--- config.mk ---
export PLATFORM = sky130hd
export DESIGN_NAME = dpc_capture_top
export DESIGN_NICKNAME = d
export VERILOG_FILES = /design/src/pkg/dpc_pkg.sv /design/src/rtl/dpc_capture_top.sv /design/src/rtl/dpc_edge_sync.sv
export SDC_FILE = /design/constraint.sdc
export NUM_CORES = 1
export LEC_CHECK = 0
export BUFFER_PORTS_ARGS = -buffer_cell sky130_fd_sc_hd__buf_2
export CORE_ASPECT_RATIO = 1.5
export CORE_UTILIZATION = 33
export CTS_CLUSTER_SIZE = 20
export DETAILED_ROUTE_END_ITERATION = 12
export HOLD_SLACK_MARGIN = 0.03
export PLACE_DENSITY_LB_ADDON = 0.05
export SLEW_MARGIN = 0
export SYNTH_ARGS = -nofsm -noshare
export SYNTH_HDL_FRONTEND = slang
export SYNTH_SLANG_ARGS = --single-unit
--- constraint.sdc ---
create_clock -name ref_clk_i -period 3.1 [get_ports ref_clk_i]
set_clock_uncertainty 0.15 [all_clocks]
set_input_delay 0.31 -clock ref_clk_i [delete_from_list [all_inputs] [get_ports ref_clk_i]]
set_output_delay 0.31 -clock ref_clk_i [all_outputs]
set_load 0.05 [all_outputs]
--- src/pkg/dpc_pkg.sv ---
/*
  Constants and types shared by the dual position capture block.
  Assumes a 16-bit fieldbus parameter address space and one 25 MHz clock.

*/
`default_nettype none

package dpc_pkg;

  // Parameter addresses
  localparam logic [15:0] DPC_ADDR_STATUS = 16'h0A02;
  localparam logic [15:0] DPC_ADDR_A_EDGE = 16'h0A04;
  localparam logic [15:0] DPC_ADDR_B_EDGE = 16'h0A06;
  localparam logic [15:0] DPC_ADDR_A_RUN = 16'h0A08;
  localparam logic [15:0] DPC_ADDR_B_RUN = 16'h0A0A;
  localparam logic [15:0] DPC_ADDR_A_POS = 16'h0A0C;
  localparam logic [15:0] DPC_ADDR_B_POS = 16'h0A0E;
  localparam logic [15:0] DPC_ADDR_A_CNT = 16'h0A10;
  localparam logic [15:0] DPC_ADDR_B_CNT = 16'h0A12;

  // Run control values
  localparam logic [15:0] DPC_RUN_ABORT = 16'h0000;
  localparam logic [15:0] DPC_RUN_SINGLE = 16'h0001;
  localparam logic [15:0] DPC_RUN_CONT = 16'h0002;

  // Edge select values
  localparam logic [15:0] DPC_EDGE_FALL = 16'h0000;
  localparam logic [15:0] DPC_EDGE_RISE = 16'h0001;

  // Status word bit positions
  localparam int DPC_STATUS_A_BIT = 0;
  localparam int DPC_STATUS_B_BIT = 1;

  // Reset values
  localparam logic DPC_EDGE_RST = 1'b0;
  localparam logic [15:0] DPC_CNT_RST = 16'h0000;
  localparam logic [31:0] DPC_POS_RST = 32'h0000_0000;
  localparam logic DPC_DONE_RST = 1'b0;
  localparam logic DPC_PIN_RST = 1'b0;

  typedef enum logic [1:0] {
    DPC_IDLE,
    DPC_SINGLE,
    DPC_CONT
  } dpc_mode_t;

endpackage

`default_nettype wire

--- src/rtl/dpc_capture_top.sv ---
/*
  Dual position capture: two independent units latching the motor position
  on a chosen edge of their trigger inputs, with a fieldbus parameter port.
  Assumes motor_pos_i, ref_update_i, ref_delta_i and fieldbus_ctrl_i come
  from logic on ref_clk_i; the trigger pins are asynchronous.
*/
`timescale 1ns/100ps
`default_nettype none

module dpc_capture_top
  import dpc_pkg::*;
(
  // Clock and reset
  input wire logic ref_clk_i,
  input wire logic nrst_i,
  // Trigger pins
  input wire logic positive_limit_or_trigger_a_pin_i,
  input wire logic negative_limit_or_trigger_b_pin_i,
  // Drive state
  input wire logic [31:0] motor_pos_i,
  input wire logic ref_update_i,
  input wire logic [31:0] ref_delta_i,
  input wire logic fieldbus_ctrl_i,
  // Fieldbus parameter port
  input wire logic param_wr_i,
  input wire logic param_rd_i,
  input wire logic [15:0] param_addr_i,
  input wire logic [31:0] param_wdata_i,
  output logic [31:0] param_rdata_o,
  output logic param_rvalid_o,
  output logic param_err_o,
  // Status
  output logic [1:0] capture_done_flags_o
);

  // One-hot unit select for a pair of per-unit addresses
  function automatic logic [1:0] unit_sel(
    input logic [15:0] addr,
    input logic [15:0] addr_a,
    input logic [15:0] addr_b
  );
    unit_sel = {addr == addr_b, addr == addr_a};
  endfunction

  // Run control readback value of a mode
  function automatic logic [15:0] mode_code(input dpc_mode_t mode);
    case (mode)
      DPC_SINGLE: mode_code = DPC_RUN_SINGLE;
      DPC_CONT: mode_code = DPC_RUN_CONT;
      default: mode_code = DPC_RUN_ABORT;
    endcase
  endfunction

  logic [1:0] rise;
  logic [1:0] fall;
  logic [1:0] trig_pin;

  assign trig_pin = {negative_limit_or_trigger_b_pin_i, positive_limit_or_trigger_a_pin_i};

  dpc_edge_sync u_sync_a (
    .ref_clk_i(ref_clk_i),
    .nrst_i(nrst_i),
    .pin_i(trig_pin[0]),
    .rise_o(rise[0]),
    .fall_o(fall[0])
  );

  dpc_edge_sync u_sync_b (
    .ref_clk_i(ref_clk_i),
    .nrst_i(nrst_i),
    .pin_i(trig_pin[1]),
    .rise_o(rise[1]),
    .fall_o(fall[1])
  );

  // Per-unit state, indexed 0 for unit A and 1 for unit B
  dpc_mode_t mode_q [2];
  dpc_mode_t mode_d [2];
  logic [1:0] edge_q;
  logic [1:0] edge_d;
  logic [31:0] pos_q [2];
  logic [31:0] pos_d [2];
  logic [15:0] cnt_q [2];
  logic [15:0] cnt_d [2];
  logic [1:0] done_q;
  logic [1:0] done_d;

  // Parameter port answer
  logic [31:0] rdata_q;
  logic [31:0] rdata_d;
  logic rvalid_q;
  logic rvalid_d;
  logic err_q;
  logic err_d;

  logic [1:0] run_wsel;
  logic [1:0] edge_wsel;

  assign run_wsel = param_wr_i ? unit_sel(param_addr_i, DPC_ADDR_A_RUN, DPC_ADDR_B_RUN) : 2'h0;
  assign edge_wsel = param_wr_i ? unit_sel(param_addr_i, DPC_ADDR_A_EDGE, DPC_ADDR_B_EDGE) : 2'h0;

  // Run and edge values only act with the upper half clear, matching the refusal reported
  logic hi_clear;
  assign hi_clear = (param_wdata_i[31:16] == 16'h0000);

  // Unit behaviour
  always_comb
  begin
    logic hit;
    hit = 1'b0;
    for (int i = 0; i < 2; i++)
    begin
      mode_d[i] = mode_q[i];
      pos_d[i] = pos_q[i];
      cnt_d[i] = cnt_q[i];
    end
    edge_d = edge_q;
    done_d = done_q;

    for (int i = 0; i < 2; i++)
    begin
      // Arming and abort; arming outside fieldbus control is ignored
      if (run_wsel[i] && hi_clear)
      begin
        case (param_wdata_i[15:0])
          DPC_RUN_ABORT:
          begin
            mode_d[i] = DPC_IDLE;
          end
          DPC_RUN_SINGLE:
          begin
            if (fieldbus_ctrl_i)
            begin
              mode_d[i] = DPC_SINGLE;
              cnt_d[i] = DPC_CNT_RST;
              done_d[i] = DPC_DONE_RST;
            end
          end
          DPC_RUN_CONT:
          begin
            if (fieldbus_ctrl_i)
            begin
              mode_d[i] = DPC_CONT;
              cnt_d[i] = DPC_CNT_RST;
              done_d[i] = DPC_DONE_RST;
            end
          end
          default:
          begin
            mode_d[i] = mode_q[i];
          end
        endcase
      end

      if (edge_wsel[i] && hi_clear && (param_wdata_i[15:0] <= DPC_EDGE_RISE))
      begin
        edge_d[i] = param_wdata_i[0];
      end

      // Keep stored value consistent with a redefined position reference
      if (ref_update_i)
      begin
        pos_d[i] = pos_q[i] + ref_delta_i;
      end

      // A capture in the arming cycle is judged under the new mode, so it is kept
      hit = (edge_q[i] == DPC_EDGE_RISE[0]) ? rise[i] : fall[i];
      if (hit)
      begin
        case (mode_d[i])
          DPC_SINGLE:
          begin
            pos_d[i] = motor_pos_i;
            cnt_d[i] = cnt_d[i] + 16'h0001;
            done_d[i] = 1'b1;
            mode_d[i] = DPC_IDLE;
          end
          DPC_CONT:
          begin
            pos_d[i] = motor_pos_i;
            cnt_d[i] = cnt_d[i] + 16'h0001;
            done_d[i] = 1'b1;
          end
          default:
          begin
            pos_d[i] = pos_d[i];
          end
        endcase
      end
    end
  end

  always_ff @(posedge ref_clk_i or negedge nrst_i)
  begin
    if (!nrst_i)
    begin
      for (int i = 0; i < 2; i++)
      begin
        mode_q[i] <= DPC_IDLE;
        pos_q[i] <= DPC_POS_RST;
        cnt_q[i] <= DPC_CNT_RST;
      end
      edge_q <= {2{DPC_EDGE_RST}};
      done_q <= {2{DPC_DONE_RST}};
    end
    else
    begin
      for (int i = 0; i < 2; i++)
      begin
        mode_q[i] <= mode_d[i];
        pos_q[i] <= pos_d[i];
        cnt_q[i] <= cnt_d[i];
      end
      edge_q <= edge_d;
      done_q <= done_d;
    end
  end

  // Parameter reads and write refusals
  always_comb
  begin
    logic wr_ok;
    logic rd_map;
    wr_ok = 1'b1;
    rd_map = 1'b1;
    rdata_d = rdata_q;
    rvalid_d = 1'b0;
    err_d = 1'b0;

    if (param_rd_i)
    begin
      rvalid_d = 1'b1;
      case (param_addr_i)
        DPC_ADDR_STATUS: rdata_d = {30'h0, done_q[DPC_STATUS_B_BIT], done_q[DPC_STATUS_A_BIT]};
        DPC_ADDR_A_EDGE: rdata_d = {31'h0, edge_q[0]};
        DPC_ADDR_B_EDGE: rdata_d = {31'h0, edge_q[1]};
        DPC_ADDR_A_RUN: rdata_d = {16'h0, mode_code(mode_q[0])};
        DPC_ADDR_B_RUN: rdata_d = {16'h0, mode_code(mode_q[1])};
        DPC_ADDR_A_POS: rdata_d = pos_q[0];
        DPC_ADDR_B_POS: rdata_d = pos_q[1];
        DPC_ADDR_A_CNT: rdata_d = {16'h0, cnt_q[0]};
        DPC_ADDR_B_CNT: rdata_d = {16'h0, cnt_q[1]};
        default:
        begin
          rdata_d = 32'h0000_0000;
          rd_map = 1'b0;
        end
      endcase
    end

    // Refused: read-only or unmapped address, value out of range, arming off fieldbus
    if (param_wr_i)
    begin
      if (run_wsel != 2'h0)
      begin
        if (param_wdata_i > {16'h0, DPC_RUN_CONT})
        begin
          wr_ok = 1'b0;
        end
        else if ((param_wdata_i[15:0] != DPC_RUN_ABORT) && !fieldbus_ctrl_i)
        begin
          wr_ok = 1'b0;
        end
      end
      else if (edge_wsel != 2'h0)
      begin
        wr_ok = (param_wdata_i <= {16'h0, DPC_EDGE_RISE});
      end
      else
      begin
        wr_ok = 1'b0;
      end
    end

    err_d = (param_wr_i & ~wr_ok) | (param_rd_i & ~rd_map);
  end

  always_ff @(posedge ref_clk_i or negedge nrst_i)
  begin
    if (!nrst_i)
    begin
      rdata_q <= 32'h0000_0000;
      rvalid_q <= 1'b0;
      err_q <= 1'b0;
    end
    else
    begin
      rdata_q <= rdata_d;
      rvalid_q <= rvalid_d;
      err_q <= err_d;
    end
  end

  assign param_rdata_o = rdata_q;
  assign param_rvalid_o = rvalid_q;
  assign param_err_o = err_q;
  assign capture_done_flags_o = done_q;

endmodule // dpc_capture_top

`default_nettype wire

--- src/rtl/dpc_edge_sync.sv ---
/*
  Two-flop synchroniser and edge detector for one capture input.
  Assumes the pin is asynchronous to ref_clk_i and held long enough to be seen.
*/
`timescale 1ns/100ps
`default_nettype none

module dpc_edge_sync
  import dpc_pkg::*;
(
  // Clock and reset
  input wire logic ref_clk_i,
  input wire logic nrst_i,
  // Pin and edges
  input wire logic pin_i,
  output logic rise_o,
  output logic fall_o
);

  logic meta_q;
  logic meta_d;
  logic sync_q;
  logic sync_d;
  logic last_q;
  logic last_d;

  always_comb
  begin
    meta_d = pin_i;
    sync_d = meta_q;
    last_d = sync_q;
  end

  // Only sync_q reads meta_q; edges come from the two settled stages
  always_ff @(posedge ref_clk_i or negedge nrst_i)
  begin
    if (!nrst_i)
    begin
      meta_q <= DPC_PIN_RST;
      sync_q <= DPC_PIN_RST;
      last_q <= DPC_PIN_RST;
    end
    else
    begin
      meta_q <= meta_d;
      sync_q <= sync_d;
      last_q <= last_d;
    end
  end

  // One transition gives exactly one single-cycle edge
  assign rise_o = sync_q & ~last_q;
  assign fall_o = ~sync_q & last_q;

endmodule // dpc_edge_sync

`default_nettype wire

==> results of run 1 <==
==> metal layers <==
metal  GRT usage (%)  part of all wire [%]  vias to the layer above  wire length (µm)
li1                -                     -                     4774                 -
met1            24.8                    40                     4661             13700
met2            42.5                    54                      204             18400
met3            3.34                   2.9                       43               983
met4            8.21                   2.6                        0               878
met5               0                     0                        -                 0
==> cells in the mapped netlist, types with 12 or more instances <==
master / n
sky130_fd_sc_hd__a21o_1: 26
sky130_fd_sc_hd__a21oi_1: 101
sky130_fd_sc_hd__a22oi_1: 45
sky130_fd_sc_hd__a31oi_1: 28
sky130_fd_sc_hd__and3_1: 13
sky130_fd_sc_hd__clkbuf_1: 43
sky130_fd_sc_hd__dfrtp_1: 144
sky130_fd_sc_hd__ha_1: 68
sky130_fd_sc_hd__inv_1: 25
sky130_fd_sc_hd__mux2i_1: 49
sky130_fd_sc_hd__nand2_1: 117
sky130_fd_sc_hd__nand3_1: 30
sky130_fd_sc_hd__nand4_1: 13
sky130_fd_sc_hd__nor2_1: 109
sky130_fd_sc_hd__nor3b_1: 12
sky130_fd_sc_hd__o21ai_0: 93
sky130_fd_sc_hd__xnor2_1: 44
sky130_fd_sc_hd__xor2_1: 43
==> flip-flops by register name, summed over array words and instances (netlist names) <==
signal and cells:
param_err_o 1, edge_q 2, u_sync_b.last_d 1, mode_q 4, u_sync_b.meta_q 1, cnt_q 32, capture_done_flags_o 2, pos_q 64
u_sync_b.last_q 1, u_sync_a.meta_q 1, u_sync_a.last_q 1, u_sync_a.last_d 1, param_rdata_o 32, param_rvalid_o 1
==> worst max-delay path, delay by kind of cell, from the launching register on <==
family / cells / cell delay (ns)
simple gates: 2 / 0.16
flops: 1 / 0.39
fa+ha+maj: 2 / 0.57
compound gates: 8 / 1.73
==> power by group through the flow <==
| stage | Sequential [mW] | Combinational, mW | Clock [mW] |
|---|---|---|---|
| 2_1_floorplan | 2.88 | 3.93 | 0 |
| 3_3_place_gp | 2.95 | 5.83 | 0 |
| 3_5_place_dp | 2.95 | 5.85 | 0 |
| 4_1_cts | 2.92 | 5.99 | 2.22 |
| 5_1_grt | 3.01 | 6.82 | 2.30 |
| 6_report | 2.94 | 6.16 | 2.17 |
==> kinds of logic (layout without fill, tap and decap cells) <==
family                     after synthesis  in the layout  synth area share, %
AOI/OAI and AO/OA                      362            362                 22.7
muxes                                   53             53                 5.30
xor gates and xnor gates                87             87                 7.54
buffers and inverters                   76            366                 2.86
adders and majority gates               71             71                 8.92
and+or+nand+nor                        365            365                 17.0
DFF                                    144            144                 35.7
==> cell type report <==
type                    instances  area share (%)
multi-input cells             938            48.7
flip-flops and latches        144            26.8
repair buffers                309            15.7
well taps                     400            3.72
clock buffers                  20            3.32
clock inverters                12            1.13
inverters                      25           0.698
==> through the flow <==
stage	setup WS (ns)	TNS [ns]	util [%]	cells
detailed placement	-0.387	-14.41	40.3	1771
finish	0.0133	0	44.6	1848
global placement	-0.353	-11.72	40.3	1771
CTS	-0.0813	-0.0813	43.6	1839
floorplan	-0.109	-0.398	-	1158
global route	-0.0889	-0.177	44.6	1848
==> path summary, 6_finish.rpt <==
check / startpoint / end / slack (ns) / depth (start not counted)
setup reg to reg: pos_q[32]$_DFF_PN0_ / pos_q[62]$_DFF_PN0_ / 0.01 / 12
min in group asynchronous: nrst_i / pos_q[16]$_DFF_PN0_ / 0.28 / 2
max in group asynchronous: nrst_i / cnt_q[8]$_DFF_PN0_ / 1.75 / 3
hold / removal: param_wdata_i[0] / edge_q[0]$_DFFE_PN0P_ / 0.06 / 2
setup / recovery: pos_q[32]$_DFF_PN0_ / pos_q[62]$_DFF_PN0_ / 0.01 / 12
hold reg to reg: u_sync_a.meta_q$_DFF_PN0_ / u_sync_a.last_d$_DFF_PN0_ / 0.20 / 0
==> layout by cell type (no fill, tap or decap), types with 5 or more instances in the layout <==
cell | netlist | layout
sky130_fd_sc_hd__and3_1 | 13 | 12
sky130_fd_sc_hd__xor2_1 | 43 | 43
sky130_fd_sc_hd__nor3b_1 | 12 | 11
sky130_fd_sc_hd__dfrtp_1 | 144 | 144
sky130_fd_sc_hd__o21bai_1 | 11 | 11
sky130_fd_sc_hd__dlygate4sd3_1 | 0 | 36
sky130_fd_sc_hd__nor2_1 | 109 | 105
sky130_fd_sc_hd__buf_2 | 3 | 153
sky130_fd_sc_hd__nor3_1 | 11 | 7
sky130_fd_sc_hd__and2_1 | 6 | 6
sky130_fd_sc_hd__or3_1 | 9 | 9
sky130_fd_sc_hd__nand2_1 | 117 | 116
sky130_fd_sc_hd__buf_4 | 0 | 113
sky130_fd_sc_hd__ha_1 | 68 | 59
sky130_fd_sc_hd__a21o_1 | 26 | 26
sky130_fd_sc_hd__nor2b_1 | 7 | 5
sky130_fd_sc_hd__clkbuf_16 | 0 | 17
sky130_fd_sc_hd__o21ai_1 | 3 | 8
sky130_fd_sc_hd__o211ai_1 | 7 | 7
sky130_fd_sc_hd__a21oi_1 | 101 | 98
sky130_fd_sc_hd__o21ai_0 | 93 | 87
sky130_fd_sc_hd__a22oi_1 | 45 | 45
sky130_fd_sc_hd__nor4_1 | 11 | 6
sky130_fd_sc_hd__inv_1 | 25 | 25
sky130_fd_sc_hd__clkinv_4 | 0 | 5
sky130_fd_sc_hd__nand2b_1 | 11 | 10
sky130_fd_sc_hd__o21a_1 | 11 | 11
sky130_fd_sc_hd__buf_12 | 0 | 6
sky130_fd_sc_hd__a31oi_1 | 28 | 28
sky130_fd_sc_hd__nand4_1 | 13 | 13
sky130_fd_sc_hd__ha_4 | 0 | 8
sky130_fd_sc_hd__xnor2_1 | 44 | 44
sky130_fd_sc_hd__mux2i_1 | 49 | 49
sky130_fd_sc_hd__nand3_1 | 30 | 30
==> timing repair <==
action,4_1_cts,5_1_grt
pin swaps,7,21
hold endpoints to repair,126,0
setup buffers,0,10
resized for setup,8,37
setup endpoints to repair,8,41
hold buffers,36,0
==> report_table.html, run 1 <==
<table>
<tr><th>Metric</th><th>Value</th></tr>
<tr><th colspan="2">Timing</th></tr>
<tr><td>Fmax</td><td>324 MHz</td></tr>
<tr><td>Final Hold Fails</td><td>0</td></tr>
<tr><td>Worst Hold Margin</td><td>0.0610 ns</td></tr>
<tr><td>Worst Max-Slew Pin Slew</td><td>0.810 ns</td></tr>
<tr><td>Setup repair after global routing missed its margin</td><td>true</td></tr>
<tr><td>Crit share post-route</td><td>99.6%</td></tr>
<tr><td>Count of final max-slew check failures</td><td>0</td></tr>
<tr><td>Final setup fails</td><td>0</td></tr>
<tr><td>Min Clock Period, post-route</td><td>3.09 ns</td></tr>
<tr><td>Max-slew headroom at the worst pin</td><td>45.4%</td></tr>
<tr><th colspan="2">Pwr</th></tr>
<tr><td>Power density over cell area</td><td>838 mW/mm²</td></tr>
<tr><td>Internal power contribution</td><td>6.61 mW</td></tr>
<tr><td>Comb pwr share</td><td>54.7%</td></tr>
<tr><td>Clock network power share</td><td>19.2%</td></tr>
<tr><td>Proportion of total power due to net switching</td><td>41.4%</td></tr>
<tr><td>Leakage power of the design</td><td>6.07 nW</td></tr>
<tr><td>Net load switching power</td><td>4.66 mW</td></tr>
<tr><td>Worst ir drop on vdd</td><td>0.410 mV</td></tr>
<tr><td>Total design power</td><td>11.3 mW</td></tr>
<tr><td>Share of power burned in registers</td><td>26.1%</td></tr>
<tr><th colspan="2">Synthesis</th></tr>
<tr><td>Count of unique library cells instantiated by Yosys</td><td>64</td></tr>
<tr><td>Sequential area share after synthesis</td><td>35.7%</td></tr>
<tr><td>Share of Yosys cell area claimed by the top area cell type</td><td>35.7%</td></tr>
<tr><td>Number of synthesized register bits</td><td>144</td></tr>
<tr><td>Count of flip-flops with a built-in enable after synthesis</td><td>0</td></tr>
<tr><td>Cell type with the highest aggregate area in the netlist</td><td>sky130_fd_sc_hd__dfrtp_1</td></tr>
<tr><td>Top cells by area in the synthesized netlist</td><td>sky130_fd_sc_hd__dfrtp_1 36%, sky130_fd_sc_hd__ha_1 8.4%, sky130_fd_sc_hd__a21oi_1 5.0%, sky130_fd_sc_hd__mux2i_1 4.9%, sky130_fd_sc_hd__o21ai_0 4.6%</td></tr>
<tr><td>Proportion of register bits with asynchronous set or reset after synthesis</td><td>100%</td></tr>
<tr><td>Syn Area/Cell</td><td>8.72 µm²</td></tr>
<tr><td>Net count after synthesis</td><td>1,348</td></tr>
<tr><td>Yosys warning count</td><td>0</td></tr>
<tr><td>Flip-flop cell with the highest count after synthesis</td><td>sky130_fd_sc_hd__dfrtp_1</td></tr>
<tr><td>Gate Count Post-Synth</td><td>1,158</td></tr>
<tr><td>Post-Synthesis Cell Area</td><td>0.0101 mm²</td></tr>
<tr><th colspan="2">Placed design</th></tr>
<tr><td>Final GP Congestion</td><td>0.800</td></tr>
<tr><td>Dpl hpwl</td><td>26,100 µm</td></tr>
<tr><td>Standard cell area after detailed placement</td><td>0.0122 mm²</td></tr>
<tr><td>Port Buffer Count</td><td>155</td></tr>
<tr><th colspan="2">Die</th></tr>
<tr><td>Chip Height</td><td>216 µm</td></tr>
<tr><td>Core Region</td><td>0.0302 mm²</td></tr>
<tr><td>Row Count</td><td>78</td></tr>
<tr><td>Die span in x</td><td>145 µm</td></tr>
<tr><td>Io pins</td><td>156</td></tr>
<tr><td>Initial Utilization</td><td>33.5%</td></tr>
<tr><td>Total Die Area</td><td>0.0313 mm²</td></tr>
<tr><th colspan="2">Route</th></tr>
<tr><td>Post-route DRC</td><td>0</td></tr>
<tr><td>Drt via density</td><td>5.24</td></tr>
<tr><td>Vias</td><td>9,682</td></tr>
<tr><td>Router iterations before antenna repair</td><td>5</td></tr>
<tr><td>Avg WL per Cell</td><td>18.4 µm</td></tr>
<tr><td>Final routed wirelength across all metal layers</td><td>34,000 µm</td></tr>
<tr><td>Number of nets with antenna violations after routing</td><td>0</td></tr>
<tr><td>DRT iter0 DRCs</td><td>384</td></tr>
<tr><th colspan="2">Worst setup path</th></tr>
<tr><td>Critical Path Start Type</td><td>flop</td></tr>
<tr><td>Maximum fanout encountered on the critical timing path</td><td>3</td></tr>
<tr><td>Worst path most repeated cell</td><td>sky130_fd_sc_hd__a21o_1</td></tr>
<tr><td>Required time reported for the critical path endpoint</td><td>3.31 ns</td></tr>
<tr><td>Classification of the worst setup path</td><td>flop to flop</td></tr>
<tr><td>Cell breakdown of the critical path</td><td>ha_2, fa_2, a21oi_4, o211ai_1, a21o_1, a31o_2, a21o_1, a2111oi_4, nor3_4, a221oi_4, nor3_2, a211oi_2</td></tr>
<tr><td>Critical path's largest stage delay</td><td>0.39 ns</td></tr>
<tr><td>Capturing element type of the critical path</td><td>flop</td></tr>
<tr><td>CP Data Arrival Time</td><td>3.30 ns</td></tr>
<tr><td>Standard cell with the maximum stage delay on the critical path</td><td>sky130_fd_sc_hd__dfrtp_1</td></tr>
<tr><th colspan="2">Clock network</th></tr>
<tr><td>Total clock buffers created by CTS</td><td>17</td></tr>
<tr><td>Root Buffer Master</td><td>sky130_fd_sc_hd__clkbuf_16</td></tr>
<tr><td>Clock latency at the later pin of the worst-skew pair</td><td>0.45 ns</td></tr>
<tr><td>Clock-pin slew reported for the worst setup and hold paths after clock tree synthesis</td><td>0.07 ns</td></tr>
<tr><td>Sinks on the clock net</td><td>144</td></tr>
<tr><td>Clock Tree Buf Depth</td><td>2</td></tr>
<tr><td>CTS H-tree lvls</td><td>4</td></tr>
<tr><td>Clock tree from TritonCTS</td><td>yes</td></tr>
<tr><th colspan="2">Final layout</th></tr>
<tr><td>Antenna cells</td><td>0</td></tr>
<tr><td>Filler Cell Count</td><td>3,011</td></tr>
<tr><td>FF/Latch Area</td><td>0.00360 mm²</td></tr>
<tr><td>Final instance area</td><td>0.0134 mm²</td></tr>
<tr><td>Area used by multi-input combinational logic</td><td>0.00654 mm²</td></tr>
<tr><td>Layout overhead on the synthesized area</td><td>33.1%</td></tr>
<tr><td>Layout cells sized above 1</td><td>25.2%</td></tr>
<tr><td>Number of nets in the final layout</td><td>1,625</td></tr>
<tr><th colspan="2">Status</th></tr>
<tr><td>Status</td><td>completed</td></tr>
<tr><th colspan="2">Global route</th></tr>
<tr><td>Largest net degree at the start of global routing</td><td>65</td></tr>
<tr><td>Wire length of the first global-routing pass</td><td>52,800 µm</td></tr>
<tr><td>Number of antenna violations at the first check in global routing</td><td>0</td></tr>
<tr><td>Vias in the first global route</td><td>9,815</td></tr>
<tr><td>Aggregate global routing overflow</td><td>0</td></tr>
<tr><td>Gr usage total</td><td>22.5%</td></tr>
<tr><th colspan="2">Flow run</th></tr>
<tr><td>Maxcap violations</td><td>0</td></tr>
<tr><th colspan="2">Worst hold path</th></tr>
<tr><td>Tightest Hold Check Type</td><td>primary input to flop</td></tr>
</table>
No activity file was read; power rests on OpenSTA's default activity.
==> run 2: changes to the inputs <==
--- a/config.mk
+++ b/config.mk
@@ -7,7 +7,7 @@
 export LEC_CHECK = 0
 export BUFFER_PORTS_ARGS = -buffer_cell sky130_fd_sc_hd__buf_2
 export CORE_ASPECT_RATIO = 1.5
-export CORE_UTILIZATION = 33
+export CORE_UTILIZATION = 53
 export CTS_CLUSTER_SIZE = 20
 export DETAILED_ROUTE_END_ITERATION = 12
 export HOLD_SLACK_MARGIN = 0.03
==> constraint.sdc (replaced) <==
create_clock -name ref_clk_i -period 2.6 [get_ports ref_clk_i]
set_clock_uncertainty 0.15 [all_clocks]
set_input_delay 0.26 -clock ref_clk_i [delete_from_list [all_inputs] [get_ports ref_clk_i]]
set_output_delay 0.26 -clock ref_clk_i [all_outputs]
set_load 0.05 [all_outputs]
==> run 2 against run 1 <==
  * The run now ends with negative setup slack left
  * Cell count rose by 1.3%
  * Die area fell by 37%
  * Flip-flop and latch count did not move
  * Critical endpoint unchanged
  * Largest cell class unchanged
  * Largest power group unchanged
  * Highest routed layer unchanged
==> report_table.html, run 2 (synthesized netlist as in run 1, its figures left out) <==
<table>
<tr><th>Metric</th><th>Value</th></tr>
<tr><th colspan="2">Global route</th></tr>
<tr><td>Number of antenna violations at the first check in global routing</td><td>0 (unchanged)</td></tr>
<tr><td>Wire length of the first global-routing pass</td><td>59,700 µm (was 52,800 µm)</td></tr>
<tr><td>Largest net degree at the start of global routing</td><td>57 (was 65)</td></tr>
<tr><td>Vias in the first global route</td><td>11,900 (was 9,815)</td></tr>
<tr><td>Gr usage total</td><td>39.8% (was 22.5%)</td></tr>
<tr><td>Aggregate global routing overflow</td><td>0 (unchanged)</td></tr>
<tr><th colspan="2">Route</th></tr>
<tr><td>Vias</td><td>12,300 (was 9,682)</td></tr>
<tr><td>Number of nets with antenna violations after routing</td><td>0 (unchanged)</td></tr>
<tr><td>Drt via density</td><td>6.57 (was 5.24)</td></tr>
<tr><td>Avg WL per Cell</td><td>24.3 µm (was 18.4 µm)</td></tr>
<tr><td>Router iterations before antenna repair</td><td>9 (was 5)</td></tr>
<tr><td>DRT iter0 DRCs</td><td>1,517 (was 384)</td></tr>
<tr><td>Final routed wirelength across all metal layers</td><td>45,500 µm (was 34,000 µm)</td></tr>
<tr><td>Post-route DRC</td><td>0 (unchanged)</td></tr>
<tr><th colspan="2">Final layout</th></tr>
<tr><td>Number of nets in the final layout</td><td>1,797 (was 1,625)</td></tr>
<tr><td>Final cell count without fillers</td><td>1,872 (was 1,848)</td></tr>
<tr><td>Antenna cells</td><td>0 (unchanged)</td></tr>
<tr><td>Layout overhead on the synthesized area</td><td>61.8% (was 33.1%)</td></tr>
<tr><td>Layout cells sized above 1</td><td>45.2% (was 25.2%)</td></tr>
<tr><td>Most frequent standard cell in the layout excluding fill and tap cells</td><td>sky130_fd_sc_hd__buf_4 (was sky130_fd_sc_hd__buf_2)</td></tr>
<tr><td>Filler Cell Count</td><td>925 (was 3,011)</td></tr>
<tr><td>Area used by multi-input combinational logic</td><td>0.00773 mm² (was 0.00654 mm²)</td></tr>
<tr><td>Highest-count cells in the layout ignoring fill and taps</td><td>218 x sky130_fd_sc_hd__buf_4, 149 x sky130_fd_sc_hd__buf_2, 144 x sky130_fd_sc_hd__dfrtp_1 (was 153 x sky130_fd_sc_hd__buf_2, 144 x sky130_fd_sc_hd__dfrtp_1, 116 x sky130_fd_sc_hd__nand2_1)</td></tr>
<tr><td>Register ranked first by flip-flop count</td><td>pos_q (unchanged)</td></tr>
<tr><td>FF/Latch Area</td><td>0.00360 mm² (unchanged)</td></tr>
<tr><td>Flip-flop count of the largest register, all copies and words added</td><td>64 (unchanged)</td></tr>
<tr><th colspan="2">Timing</th></tr>
<tr><td>Final Hold Fails</td><td>0 (unchanged)</td></tr>
<tr><td>Max-slew headroom at the worst pin</td><td>49.3% (was 45.4%)</td></tr>
<tr><td>Worst Setup Slack, final</td><td>-0.841 ns (was 0.0133 ns)</td></tr>
<tr><td>Min Clock Period, post-route</td><td>3.44 ns (was 3.09 ns)</td></tr>
<tr><td>Count of final max-slew check failures</td><td>0 (unchanged)</td></tr>
<tr><td>Worst Max-Slew Pin Slew</td><td>0.753 ns (was 0.810 ns)</td></tr>
<tr><td>Final setup fails</td><td>91 (was 0)</td></tr>
<tr><td>Setup repair after global routing missed its margin</td><td>true (unchanged)</td></tr>
<tr><td>Crit share post-route</td><td>132% (was 99.6%)</td></tr>
<tr><td>Fmax</td><td>291 MHz (was 324 MHz)</td></tr>
<tr><th colspan="2">Clock network</th></tr>
<tr><td>CTS H-tree lvls</td><td>4 (unchanged)</td></tr>
<tr><td>Sinks on the clock net</td><td>144 (unchanged)</td></tr>
<tr><td>Clock latency at the later pin of the worst-skew pair</td><td>0.45 ns (about the same)</td></tr>
<tr><td>Clock-pin slew reported for the worst setup and hold paths after clock tree synthesis</td><td>0.07 ns (about the same)</td></tr>
<tr><td>Total clock buffers created by CTS</td><td>17 (unchanged)</td></tr>
<tr><td>Clock tree from TritonCTS</td><td>yes (unchanged)</td></tr>
<tr><td>Clock Tree Buf Depth</td><td>2 (unchanged)</td></tr>
<tr><td>Root Buffer Master</td><td>sky130_fd_sc_hd__clkbuf_16 (unchanged)</td></tr>
<tr><th colspan="2">Die</th></tr>
<tr><td>Die span in x</td><td>115 µm (was 145 µm)</td></tr>
<tr><td>Initial Utilization</td><td>54.2% (was 33.5%)</td></tr>
<tr><td>Core Region</td><td>0.0186 mm² (was 0.0302 mm²)</td></tr>
<tr><td>Chip Height</td><td>171 µm (was 216 µm)</td></tr>
<tr><td>Total Die Area</td><td>0.0196 mm² (was 0.0313 mm²)</td></tr>
<tr><td>Row Count</td><td>61 (was 78)</td></tr>
<tr><td>Io pins</td><td>156 (unchanged)</td></tr>
<tr><th colspan="2">Worst hold path</th></tr>
<tr><td>Tightest Hold Check Type</td><td>primary input to flop (unchanged)</td></tr>
<tr><th colspan="2">Worst setup path</th></tr>
<tr><td>Worst path most repeated cell</td><td>sky130_fd_sc_hd__a21o_1 (unchanged)</td></tr>
<tr><td>Cell breakdown of the critical path</td><td>ha_2, fa_2, a21oi_2, o211ai_1, a21o_1, a31o_4, a21o_1, a2111oi_4, nor3_4, a221oi_4, nor3_2, a211oi_2 (was ha_2, fa_2, a21oi_4, o211ai_1, a21o_1, a31o_2, a21o_1, a2111oi_4, nor3_4, a221oi_4, nor3_2, a211oi_2)</td></tr>
<tr><td>Maximum fanout encountered on the critical timing path</td><td>2 (was 3)</td></tr>
<tr><td>Required time reported for the critical path endpoint</td><td>2.80 ns (was 3.31 ns)</td></tr>
<tr><td>Capturing element type of the critical path</td><td>flop (unchanged)</td></tr>
<tr><td>Critical Path Start Type</td><td>flop (unchanged)</td></tr>
<tr><td>Critical path's largest stage delay</td><td>0.39 ns (about the same)</td></tr>
<tr><td>Standard cell with the maximum stage delay on the critical path</td><td>sky130_fd_sc_hd__dfrtp_1 (unchanged)</td></tr>
<tr><td>Classification of the worst setup path</td><td>flop to flop (unchanged)</td></tr>
<tr><td>CP Data Arrival Time</td><td>3.64 ns (was 3.30 ns)</td></tr>
<tr><th colspan="2">Pwr</th></tr>
<tr><td>Proportion of total power due to net switching</td><td>43.7% (was 41.4%)</td></tr>
<tr><td>Power density over cell area</td><td>1060 mW/mm² (was 838 mW/mm²)</td></tr>
<tr><td>Clock network power share</td><td>15.5% (was 19.2%)</td></tr>
<tr><td>Internal power contribution</td><td>9.78 mW (was 6.61 mW)</td></tr>
<tr><td>Share of power burned in registers</td><td>20.6% (was 26.1%)</td></tr>
<tr><td>Comb pwr share</td><td>64.0% (was 54.7%)</td></tr>
<tr><td>Worst ir drop on vdd</td><td>0.675 mV (was 0.410 mV)</td></tr>
<tr><td>Leakage power of the design</td><td>7.51 nW (was 6.07 nW)</td></tr>
<tr><td>Total design power</td><td>17.4 mW (was 11.3 mW)</td></tr>
<tr><td>Net load switching power</td><td>7.59 mW (was 4.66 mW)</td></tr>
<tr><th colspan="2">Placed design</th></tr>
<tr><td>Cell count after placement</td><td>1,723 (was 1,771)</td></tr>
<tr><td>Final GP Congestion</td><td>0.928 (was 0.800)</td></tr>
<tr><td>Dpl hpwl</td><td>23,500 µm (was 26,100 µm)</td></tr>
<tr><td>Port Buffer Count</td><td>155 (unchanged)</td></tr>
<tr><th colspan="2">Status</th></tr>
<tr><td>Violated checks</td><td>negative setup slack</td></tr>
<tr><td>Status</td><td>complete, but fails checks (was completed)</td></tr>
<tr><th colspan="2">Flow run</th></tr>
<tr><td>Maxcap violations</td><td>0 (unchanged)</td></tr>
</table>
## run 2: changes by cell type in the layout (fill, tap and decap cells not counted), sizes merged
cell and change:
dlygate4sd3 +1, clkinv -2, clkbuf +3, inv +2, buf +167, bufinv +1
## run 2: critical path, delay by kind of cell, from the launching register on
| family | cells | cell delay [ns] |
|---|---|---|
| AOI/OAI and AO/OA | 8 | 2.03 |
| adders and majority gates | 2 | 0.58 |
| DFF | 1 | 0.39 |
| and+or+nand+nor | 2 | 0.19 |
## run 2: repair_timing
item | 4_1_cts | 5_1_grt
hold endpoints to repair | 123 | 0
hold buffers | 37 | 0
pin swaps | 99 | 115
gates resized for setup | 267 | 165
gates cloned | 12 | 5
setup buffers | 47 | 39
setup endpoints to repair | 87 | 100
## run 2: final timing paths
check / start / end / slack (ns) / cells past startpoint
worst max-delay path: pos_q[32]$_DFF_PN0_ / pos_q[62]$_DFF_PN0_ / -0.84 / 12
worst min register to register: u_sync_a.meta_q$_DFF_PN0_ / u_sync_a.last_d$_DFF_PN0_ / 0.20 / 0
min in group asynchronous: nrst_i / param_rdata_o[29]$_DFFE_PN0P_ / 0.21 / 2
worst min-delay path: fieldbus_ctrl_i / capture_done_flags_o[1]$_DFF_PN0_ / 0.12 / 4
max in group asynchronous: nrst_i / cnt_q[12]$_DFF_PN0_ / 1.38 / 3
worst max register to register: pos_q[32]$_DFF_PN0_ / pos_q[62]$_DFF_PN0_ / -0.84 / 12
## run 2: cell type report
| cell class | count | share of cell area (%) |
|---|---|---|
| multi-input cells | 938 | 47.3 |
| repair buffers | 481 | 24.4 |
| flip-flops and latches | 144 | 22.1 |
| clock buffers | 19 | 2.71 |
| well taps | 252 | 1.93 |
| clock inverters | 13 | 1.06 |
| inverters | 25 | 0.574 |
## run 2: per-stage QoR
stage	hold WS, ns	setup TNS [ns]	instance area [µm²]	setup slack (ns)	utilization (%)
2_1_floorplan	-0.186	-18.18	10200	-0.558	-
3_3_place_gp	0.115	-50.56	12800	-0.741	68.5
3_5_place_dp	0.128	-57.86	12800	-0.844	68.5
4_1_cts	0.0666	-13.55	15600	-0.463	83.6
5_1_grt	0.117	-33.33	16300	-0.850	87.8
6_report	0.122	-21.28	16300	-0.841	87.8
## run 2: power by group through the flow
stage          Sequential [mW]  Clock, mW  Combinational [mW]
3_5_place_dp              3.41          0                7.79
6_report                  3.57       2.69                11.1
2_1_floorplan             3.43          0                4.71
3_3_place_gp              3.39          0                7.63
4_1_cts                   3.47       2.65                9.27
5_1_grt                   3.60       2.78                11.6
## run 2: routing by layer
metal	GRT usage [%]	vias up	wire length (µm)
li1	-	5139	-
met1	42.0	5859	15400
met2	71.6	943	21900
met3	7.01	352	4300
met4	27.0	0	3870
met5	0	-	0
==> run 3: changes to the inputs <==
--- a/config.mk
+++ b/config.mk
@@ -5,13 +5,15 @@
 export SDC_FILE = /design/constraint.sdc
 export NUM_CORES = 1
 export LEC_CHECK = 0
+export ABC_AREA = 1
 export BUFFER_PORTS_ARGS = -buffer_cell sky130_fd_sc_hd__buf_2
 export CORE_ASPECT_RATIO = 1.5
-export CORE_UTILIZATION = 53
+export CORE_UTILIZATION = 54
 export CTS_CLUSTER_SIZE = 20
 export DETAILED_ROUTE_END_ITERATION = 12
 export HOLD_SLACK_MARGIN = 0.03
 export PLACE_DENSITY_LB_ADDON = 0.05
+export SKIP_CTS_REPAIR_TIMING = 1
 export SLEW_MARGIN = 0
 export SYNTH_ARGS = -nofsm -noshare
 export SYNTH_HDL_FRONTEND = slang
==> run 3 against run 2 <==
  * Largest cell class unchanged
  * The run still ends with negative setup slack left
  * Synthesized cell count is 53% higher
  * Clock-buffer cell count rose by 1
  * Wire length is 2.9% lower
  * Non-clock buffer count decreased by 199
  * Critical path depth up 7
  * Flip-flop and latch count did not move
  * Maximum frequency increased by 32%
==> report_table.html, run 3 <==
<table>
<tr><th>Metric</th><th>Value</th></tr>
<tr><th colspan="2">Worst hold path</th></tr>
<tr><td>Cells on Worst Hold Path</td><td>3 (was 4)</td></tr>
<tr><td>Tightest Hold Check Type</td><td>primary input to flop (unchanged)</td></tr>
<tr><td>Endpoint with the worst hold slack</td><td>param_err_o$_DFF_PN0_ (was capture_done_flags_o[1]$_DFF_PN0_)</td></tr>
<tr><td>Hold path startpoint</td><td>param_wr_i (was fieldbus_ctrl_i)</td></tr>
<tr><th colspan="2">Synthesis</th></tr>
<tr><td>Synth cell count leaders</td><td>395 x sky130_fd_sc_hd__nand2_1, 214 x sky130_fd_sc_hd__nor2_1, 208 x sky130_fd_sc_hd__inv_1, 151 x sky130_fd_sc_hd__nand3_1, 146 x sky130_fd_sc_hd__o21ai_0 (was 144 x sky130_fd_sc_hd__dfrtp_1, 117 x sky130_fd_sc_hd__nand2_1, 109 x sky130_fd_sc_hd__nor2_1, 101 x sky130_fd_sc_hd__a21oi_1, 93 x sky130_fd_sc_hd__o21ai_0)</td></tr>
<tr><td>Syn Area/Cell</td><td>6.72 µm² (was 8.72 µm²)</td></tr>
<tr><td>Flip-flop cell with the highest count after synthesis</td><td>sky130_fd_sc_hd__dfrtp_1 (unchanged)</td></tr>
<tr><td>Post-Synthesis Cell Area</td><td>0.0119 mm² (was 0.0101 mm²)</td></tr>
<tr><td>Sequential area share after synthesis</td><td>30.3% (was 35.7%)</td></tr>
<tr><td>Yosys warning count</td><td>0 (unchanged)</td></tr>
<tr><td>Number of synthesized register bits</td><td>144 (unchanged)</td></tr>
<tr><td>Count of flip-flops with a built-in enable after synthesis</td><td>0 (unchanged)</td></tr>
<tr><td>Gate Count Post-Synth</td><td>1,769 (was 1,158)</td></tr>
<tr><td>Proportion of register bits with asynchronous set or reset after synthesis</td><td>100% (unchanged)</td></tr>
<tr><td>Top cells by area in the synthesized netlist</td><td>sky130_fd_sc_hd__dfrtp_1 30%, sky130_fd_sc_hd__nand2_1 12%, sky130_fd_sc_hd__ha_1 7.2%, sky130_fd_sc_hd__nor2_1 6.8%, sky130_fd_sc_hd__inv_1 6.6% (was sky130_fd_sc_hd__dfrtp_1 36%, sky130_fd_sc_hd__ha_1 8.4%, sky130_fd_sc_hd__a21oi_1 5.0%, sky130_fd_sc_hd__mux2i_1 4.9%, sky130_fd_sc_hd__o21ai_0 4.6%)</td></tr>
<tr><td>Net count after synthesis</td><td>1,959 (was 1,348)</td></tr>
<tr><td>Most repeated cell in the gate-level netlist after synthesis</td><td>sky130_fd_sc_hd__nand2_1 (was sky130_fd_sc_hd__dfrtp_1)</td></tr>
<tr><td>Cell type with the highest aggregate area in the netlist</td><td>sky130_fd_sc_hd__dfrtp_1 (unchanged)</td></tr>
<tr><td>Count of unique library cells instantiated by Yosys</td><td>50 (was 64)</td></tr>
<tr><td>Share of Yosys cell area claimed by the top area cell type</td><td>30.3% (was 35.7%)</td></tr>
<tr><th colspan="2">Global route</th></tr>
<tr><td>Wire length of the first global-routing pass</td><td>66,400 µm (was 59,700 µm)</td></tr>
<tr><td>Fraction of met1 tracks used by global routing</td><td>38.1% (was 42.0%)</td></tr>
<tr><td>Global Route met2 Usage</td><td>70.7% (was 71.6%)</td></tr>
<tr><td>Gr usage total</td><td>39.6% (was 39.8%)</td></tr>
<tr><td>Vias in the first global route</td><td>13,000 (was 11,900)</td></tr>
<tr><td>Most crowded layer after global routing</td><td>met2 (unchanged)</td></tr>
<tr><td>Largest net degree at the start of global routing</td><td>55 (was 57)</td></tr>
<tr><td>Met3 demand-to-capacity share in global routing</td><td>5.89% (was 7.01%)</td></tr>
<tr><td>Aggregate global routing overflow</td><td>0 (unchanged)</td></tr>
<tr><td>Number of antenna violations at the first check in global routing</td><td>0 (unchanged)</td></tr>
<tr><th colspan="2">Final layout</th></tr>
<tr><td>Final instance area</td><td>0.0148 mm² (was 0.0163 mm²)</td></tr>
<tr><td>Final core utilization</td><td>68.2% (was 87.8%)</td></tr>
<tr><td>Flip-flop count of the largest register, all copies and words added</td><td>64 (unchanged)</td></tr>
<tr><td>Register ranked first by flip-flop count</td><td>pos_q (unchanged)</td></tr>
<tr><td>Layout cells sized above 1</td><td>19.8% (was 45.2%)</td></tr>
<tr><td>Antenna cells</td><td>0 (unchanged)</td></tr>
<tr><td>Filler Cell Count</td><td>1,988 (was 925)</td></tr>
<tr><td>Number of nets in the final layout</td><td>2,213 (was 1,797)</td></tr>
<tr><td>Most frequent standard cell in the layout excluding fill and tap cells</td><td>sky130_fd_sc_hd__nand2_1 (was sky130_fd_sc_hd__buf_4)</td></tr>
<tr><td>Layout overhead on the synthesized area</td><td>24.3% (was 61.8%)</td></tr>
<tr><td>Final cell count without fillers</td><td>2,308 (was 1,872)</td></tr>
<tr><td>Highest-count cells in the layout ignoring fill and taps</td><td>390 x sky130_fd_sc_hd__nand2_1, 206 x sky130_fd_sc_hd__nor2_1, 205 x sky130_fd_sc_hd__inv_1 (was 218 x sky130_fd_sc_hd__buf_4, 149 x sky130_fd_sc_hd__buf_2, 144 x sky130_fd_sc_hd__dfrtp_1)</td></tr>
<tr><th colspan="2">Pwr</th></tr>
<tr><td>Power density over cell area</td><td>902 mW/mm² (was 1060 mW/mm²)</td></tr>
<tr><td>Total design power</td><td>13.3 mW (was 17.4 mW)</td></tr>
<tr><td>Worst ir drop on vdd</td><td>0.601 mV (was 0.675 mV)</td></tr>
<tr><td>Leakage power of the design</td><td>7.43 nW (was 7.51 nW)</td></tr>
<tr><th colspan="2">Clock network</th></tr>
<tr><td>Sinks on the clock net</td><td>144 (unchanged)</td></tr>
<tr><td>CTS H-tree lvls</td><td>4 (unchanged)</td></tr>
<tr><td>Clock Tree Buf Depth</td><td>2 (unchanged)</td></tr>
<tr><td>Clock tree from TritonCTS</td><td>yes (unchanged)</td></tr>
<tr><td>Root Buffer Master</td><td>sky130_fd_sc_hd__clkbuf_16 (unchanged)</td></tr>
<tr><td>Clock-pin slew reported for the worst setup and hold paths after clock tree synthesis</td><td>0.06 ns (was 0.07 ns)</td></tr>
<tr><td>Total clock buffers created by CTS</td><td>17 (unchanged)</td></tr>
<tr><td>Clock latency at the later pin of the worst-skew pair</td><td>0.44 ns (was 0.45 ns)</td></tr>
<tr><th colspan="2">Die</th></tr>
<tr><td>Row Count</td><td>66 (was 61)</td></tr>
<tr><td>Core Region</td><td>0.0216 mm² (was 0.0186 mm²)</td></tr>
<tr><td>Chip Height</td><td>184 µm (was 171 µm)</td></tr>
<tr><td>Total Die Area</td><td>0.0226 mm² (was 0.0196 mm²)</td></tr>
<tr><td>Die span in x</td><td>123 µm (was 115 µm)</td></tr>
<tr><td>Initial Utilization</td><td>54.9% (was 54.2%)</td></tr>
<tr><td>Io pins</td><td>156 (unchanged)</td></tr>
<tr><th colspan="2">Placed design</th></tr>
<tr><td>Post-placement setup slack</td><td>-0.498 ns (was -0.844 ns)</td></tr>
<tr><td>Final GP Congestion</td><td>1.02 (was 0.928)</td></tr>
<tr><td>Dpl hpwl</td><td>34,700 µm (was 23,500 µm)</td></tr>
<tr><td>Cell count after placement</td><td>2,233 (was 1,723)</td></tr>
<tr><td>Standard cell area after detailed placement</td><td>0.0135 mm² (was 0.0128 mm²)</td></tr>
<tr><td>Port Buffer Count</td><td>155 (unchanged)</td></tr>
<tr><th colspan="2">Worst setup path</th></tr>
<tr><td>Slack of the worst reg-to-reg path</td><td>0.07 ns (was -0.84 ns)</td></tr>
<tr><td>Endpoint of the lowest-slack register-to-register path</td><td>pos_q[57]$_DFF_PN0_ (was pos_q[62]$_DFF_PN0_)</td></tr>
<tr><td>Classification of the worst setup path</td><td>primary input to flop (was flop to flop)</td></tr>
<tr><td>FF-to-FF Start</td><td>pos_q[44]$_DFF_PN0_ (was pos_q[32]$_DFF_PN0_)</td></tr>
<tr><td>Required time reported for the critical path endpoint</td><td>2.77 ns (was 2.80 ns)</td></tr>
<tr><td>Maximum fanout encountered on the critical timing path</td><td>6 (was 2)</td></tr>
<tr><td>Length in cells of the worst reg-to-reg path</td><td>10 (was 12)</td></tr>
<tr><td>Critical Path Start Type</td><td>primary input (was flop)</td></tr>
<tr><td>CP Data Arrival Time</td><td>2.78 ns (was 3.64 ns)</td></tr>
<tr><td>Capturing element type of the critical path</td><td>flop (unchanged)</td></tr>
<tr><th colspan="2">Route</th></tr>
<tr><td>Router iterations before antenna repair</td><td>5 (was 9)</td></tr>
<tr><td>Avg WL per Cell</td><td>19.1 µm (was 24.3 µm)</td></tr>
<tr><td>Post-route DRC</td><td>0 (unchanged)</td></tr>
<tr><td>Vias</td><td>13,200 (was 12,300)</td></tr>
<tr><td>DRT iter0 DRCs</td><td>1,068 (was 1,517)</td></tr>
<tr><td>Number of nets with antenna violations after routing</td><td>0 (unchanged)</td></tr>
<tr><td>Drt via density</td><td>5.73 (was 6.57)</td></tr>
<tr><td>Final routed wirelength across all metal layers</td><td>44,200 µm (was 45,500 µm)</td></tr>
<tr><th colspan="2">Timing</th></tr>
<tr><td>Count of final max-slew check failures</td><td>0 (unchanged)</td></tr>
<tr><td>Final Hold Fails</td><td>0 (unchanged)</td></tr>
<tr><td>Max-slew headroom at the worst pin</td><td>37.5% (was 49.3%)</td></tr>
<tr><td>Fmax</td><td>384 MHz (was 291 MHz)</td></tr>
<tr><td>Min Clock Period, post-route</td><td>2.60 ns (was 3.44 ns)</td></tr>
<tr><td>Worst Max-Slew Pin Slew</td><td>0.932 ns (was 0.753 ns)</td></tr>
<tr><td>Sum Neg Setup Slack</td><td>-0.00209 ns (was -21.28 ns)</td></tr>
<tr><td>Worst Setup Slack, final</td><td>-0.00209 ns (was -0.841 ns)</td></tr>
<tr><td>Final setup fails</td><td>1 (was 91)</td></tr>
<tr><td>Crit share post-route</td><td>100% (was 132%)</td></tr>
<tr><td>Setup repair after global routing missed its margin</td><td>true (unchanged)</td></tr>
<tr><td>Worst Hold Margin</td><td>0.0647 ns (was 0.122 ns)</td></tr>
<tr><th colspan="2">Flow run</th></tr>
<tr><td>Maxcap violations</td><td>0 (unchanged)</td></tr>
<tr><th colspan="2">Status</th></tr>
<tr><td>Violated checks</td><td>negative setup slack (unchanged)</td></tr>
<tr><td>Status</td><td>complete, but fails checks (unchanged)</td></tr>
</table>
==> run 3: cell types whose count changed after synthesis, moves of 31 or more <==
| cell | previous run | this run |
|---|---|---|
| sky130_fd_sc_hd__xnor2_1 | 44 | 13 |
| sky130_fd_sc_hd__nor2_1 | 109 | 214 |
| sky130_fd_sc_hd__nand3_1 | 30 | 151 |
| sky130_fd_sc_hd__inv_1 | 25 | 208 |
| sky130_fd_sc_hd__a22oi_1 | 45 | 0 |
| sky130_fd_sc_hd__o21ai_0 | 93 | 146 |
| sky130_fd_sc_hd__mux2i_1 | 49 | 0 |
| sky130_fd_sc_hd__nand2_1 | 117 | 395 |
==> run 3: power by group <==
part | internal [mW] | leakage, nW | total, mW | switching (mW)
logic | 2.66 | 5.38 | 7.28 | 4.62
clock network | 1.64 | 0.305 | 2.67 | 1.04
registers | 2.84 | 1.75 | 3.36 | 0.526
total | 7.13 | 7.43 | 13.3 | 6.19
==> run 3: cell type report <==
type	instances	area [µm²]	share of cell area [%]
clock buffer	20	447	3.03
timing repair buffer	282	1910	12.9
clock inverter	12	181	1.23
inverter	222	845	5.72
multi-input combinational	1356	7440	50.4
sequential	144	3600	24.4
tap	272	340	2.31
==> run 3: worst max-delay path: stages <==
cell and delay (ns):
sky130_fd_sc_hd__buf_6 0.10, sky130_fd_sc_hd__nor2_4 0.09, sky130_fd_sc_hd__nand2_2 0.07, sky130_fd_sc_hd__nor2_4 0.14, sky130_fd_sc_hd__nand4_1 0.15, sky130_fd_sc_hd__buf_4 0.18, sky130_fd_sc_hd__a211oi_2 0.19, sky130_fd_sc_hd__inv_1 0.10
sky130_fd_sc_hd__buf_6 0.13, sky130_fd_sc_hd__o21ai_4 0.16, sky130_fd_sc_hd__ha_4 0.23, sky130_fd_sc_hd__nor2_8 0.12, sky130_fd_sc_hd__inv_4 0.06, sky130_fd_sc_hd__nor2_4 0.11, sky130_fd_sc_hd__nand3_2 0.11, sky130_fd_sc_hd__nor2_4 0.22
sky130_fd_sc_hd__buf_4 0.14, sky130_fd_sc_hd__nand3_2 0.05, sky130_fd_sc_hd__xor2_1 0.15
==> run 3: cells by family (layout without fill, tap and decap cells) <==
logic type | Yosys count | after routing | synth area share (%)
compound gates | 356 | 356 | 16.5
xor+xnor | 39 | 39 | 3.00
fa+ha+maj | 70 | 70 | 7.50
buf+inv | 269 | 536 | 8.97
flops | 144 | 144 | 30.3
simple gates | 891 | 891 | 33.7
==> run 3: worst max path at each step <==
stage	start	endpoint	cells past startpoint	slack [ns]
after floorplan	param_wdata_i[11]	cnt_q[26]$_DFF_PN0_	19	-0.09
after global placement	param_wdata_i[11]	cnt_q[29]$_DFF_PN0_	19	-0.39
after detailed placement	param_wdata_i[8]	cnt_q[29]$_DFF_PN0_	19	-0.50
after CTS	param_wdata_i[8]	cnt_q[26]$_DFF_PN0_	19	-0.09
after global routing	param_wdata_i[14]	cnt_q[15]$_DFF_PN0_	21	-0.18
final	param_wdata_i[14]	cnt_q[6]$_DFF_PN0_	19	-0.002
==> run 3: metal layers <==
| layer | vias up | routed length, µm |
|---|---|---|
| met5 | - | 0 |
| met4 | 0 | 4980 |
| met3 | 250 | 2260 |
| met2 | 603 | 22200 |
| met1 | 6019 | 14700 |
| li1 | 6352 | - |
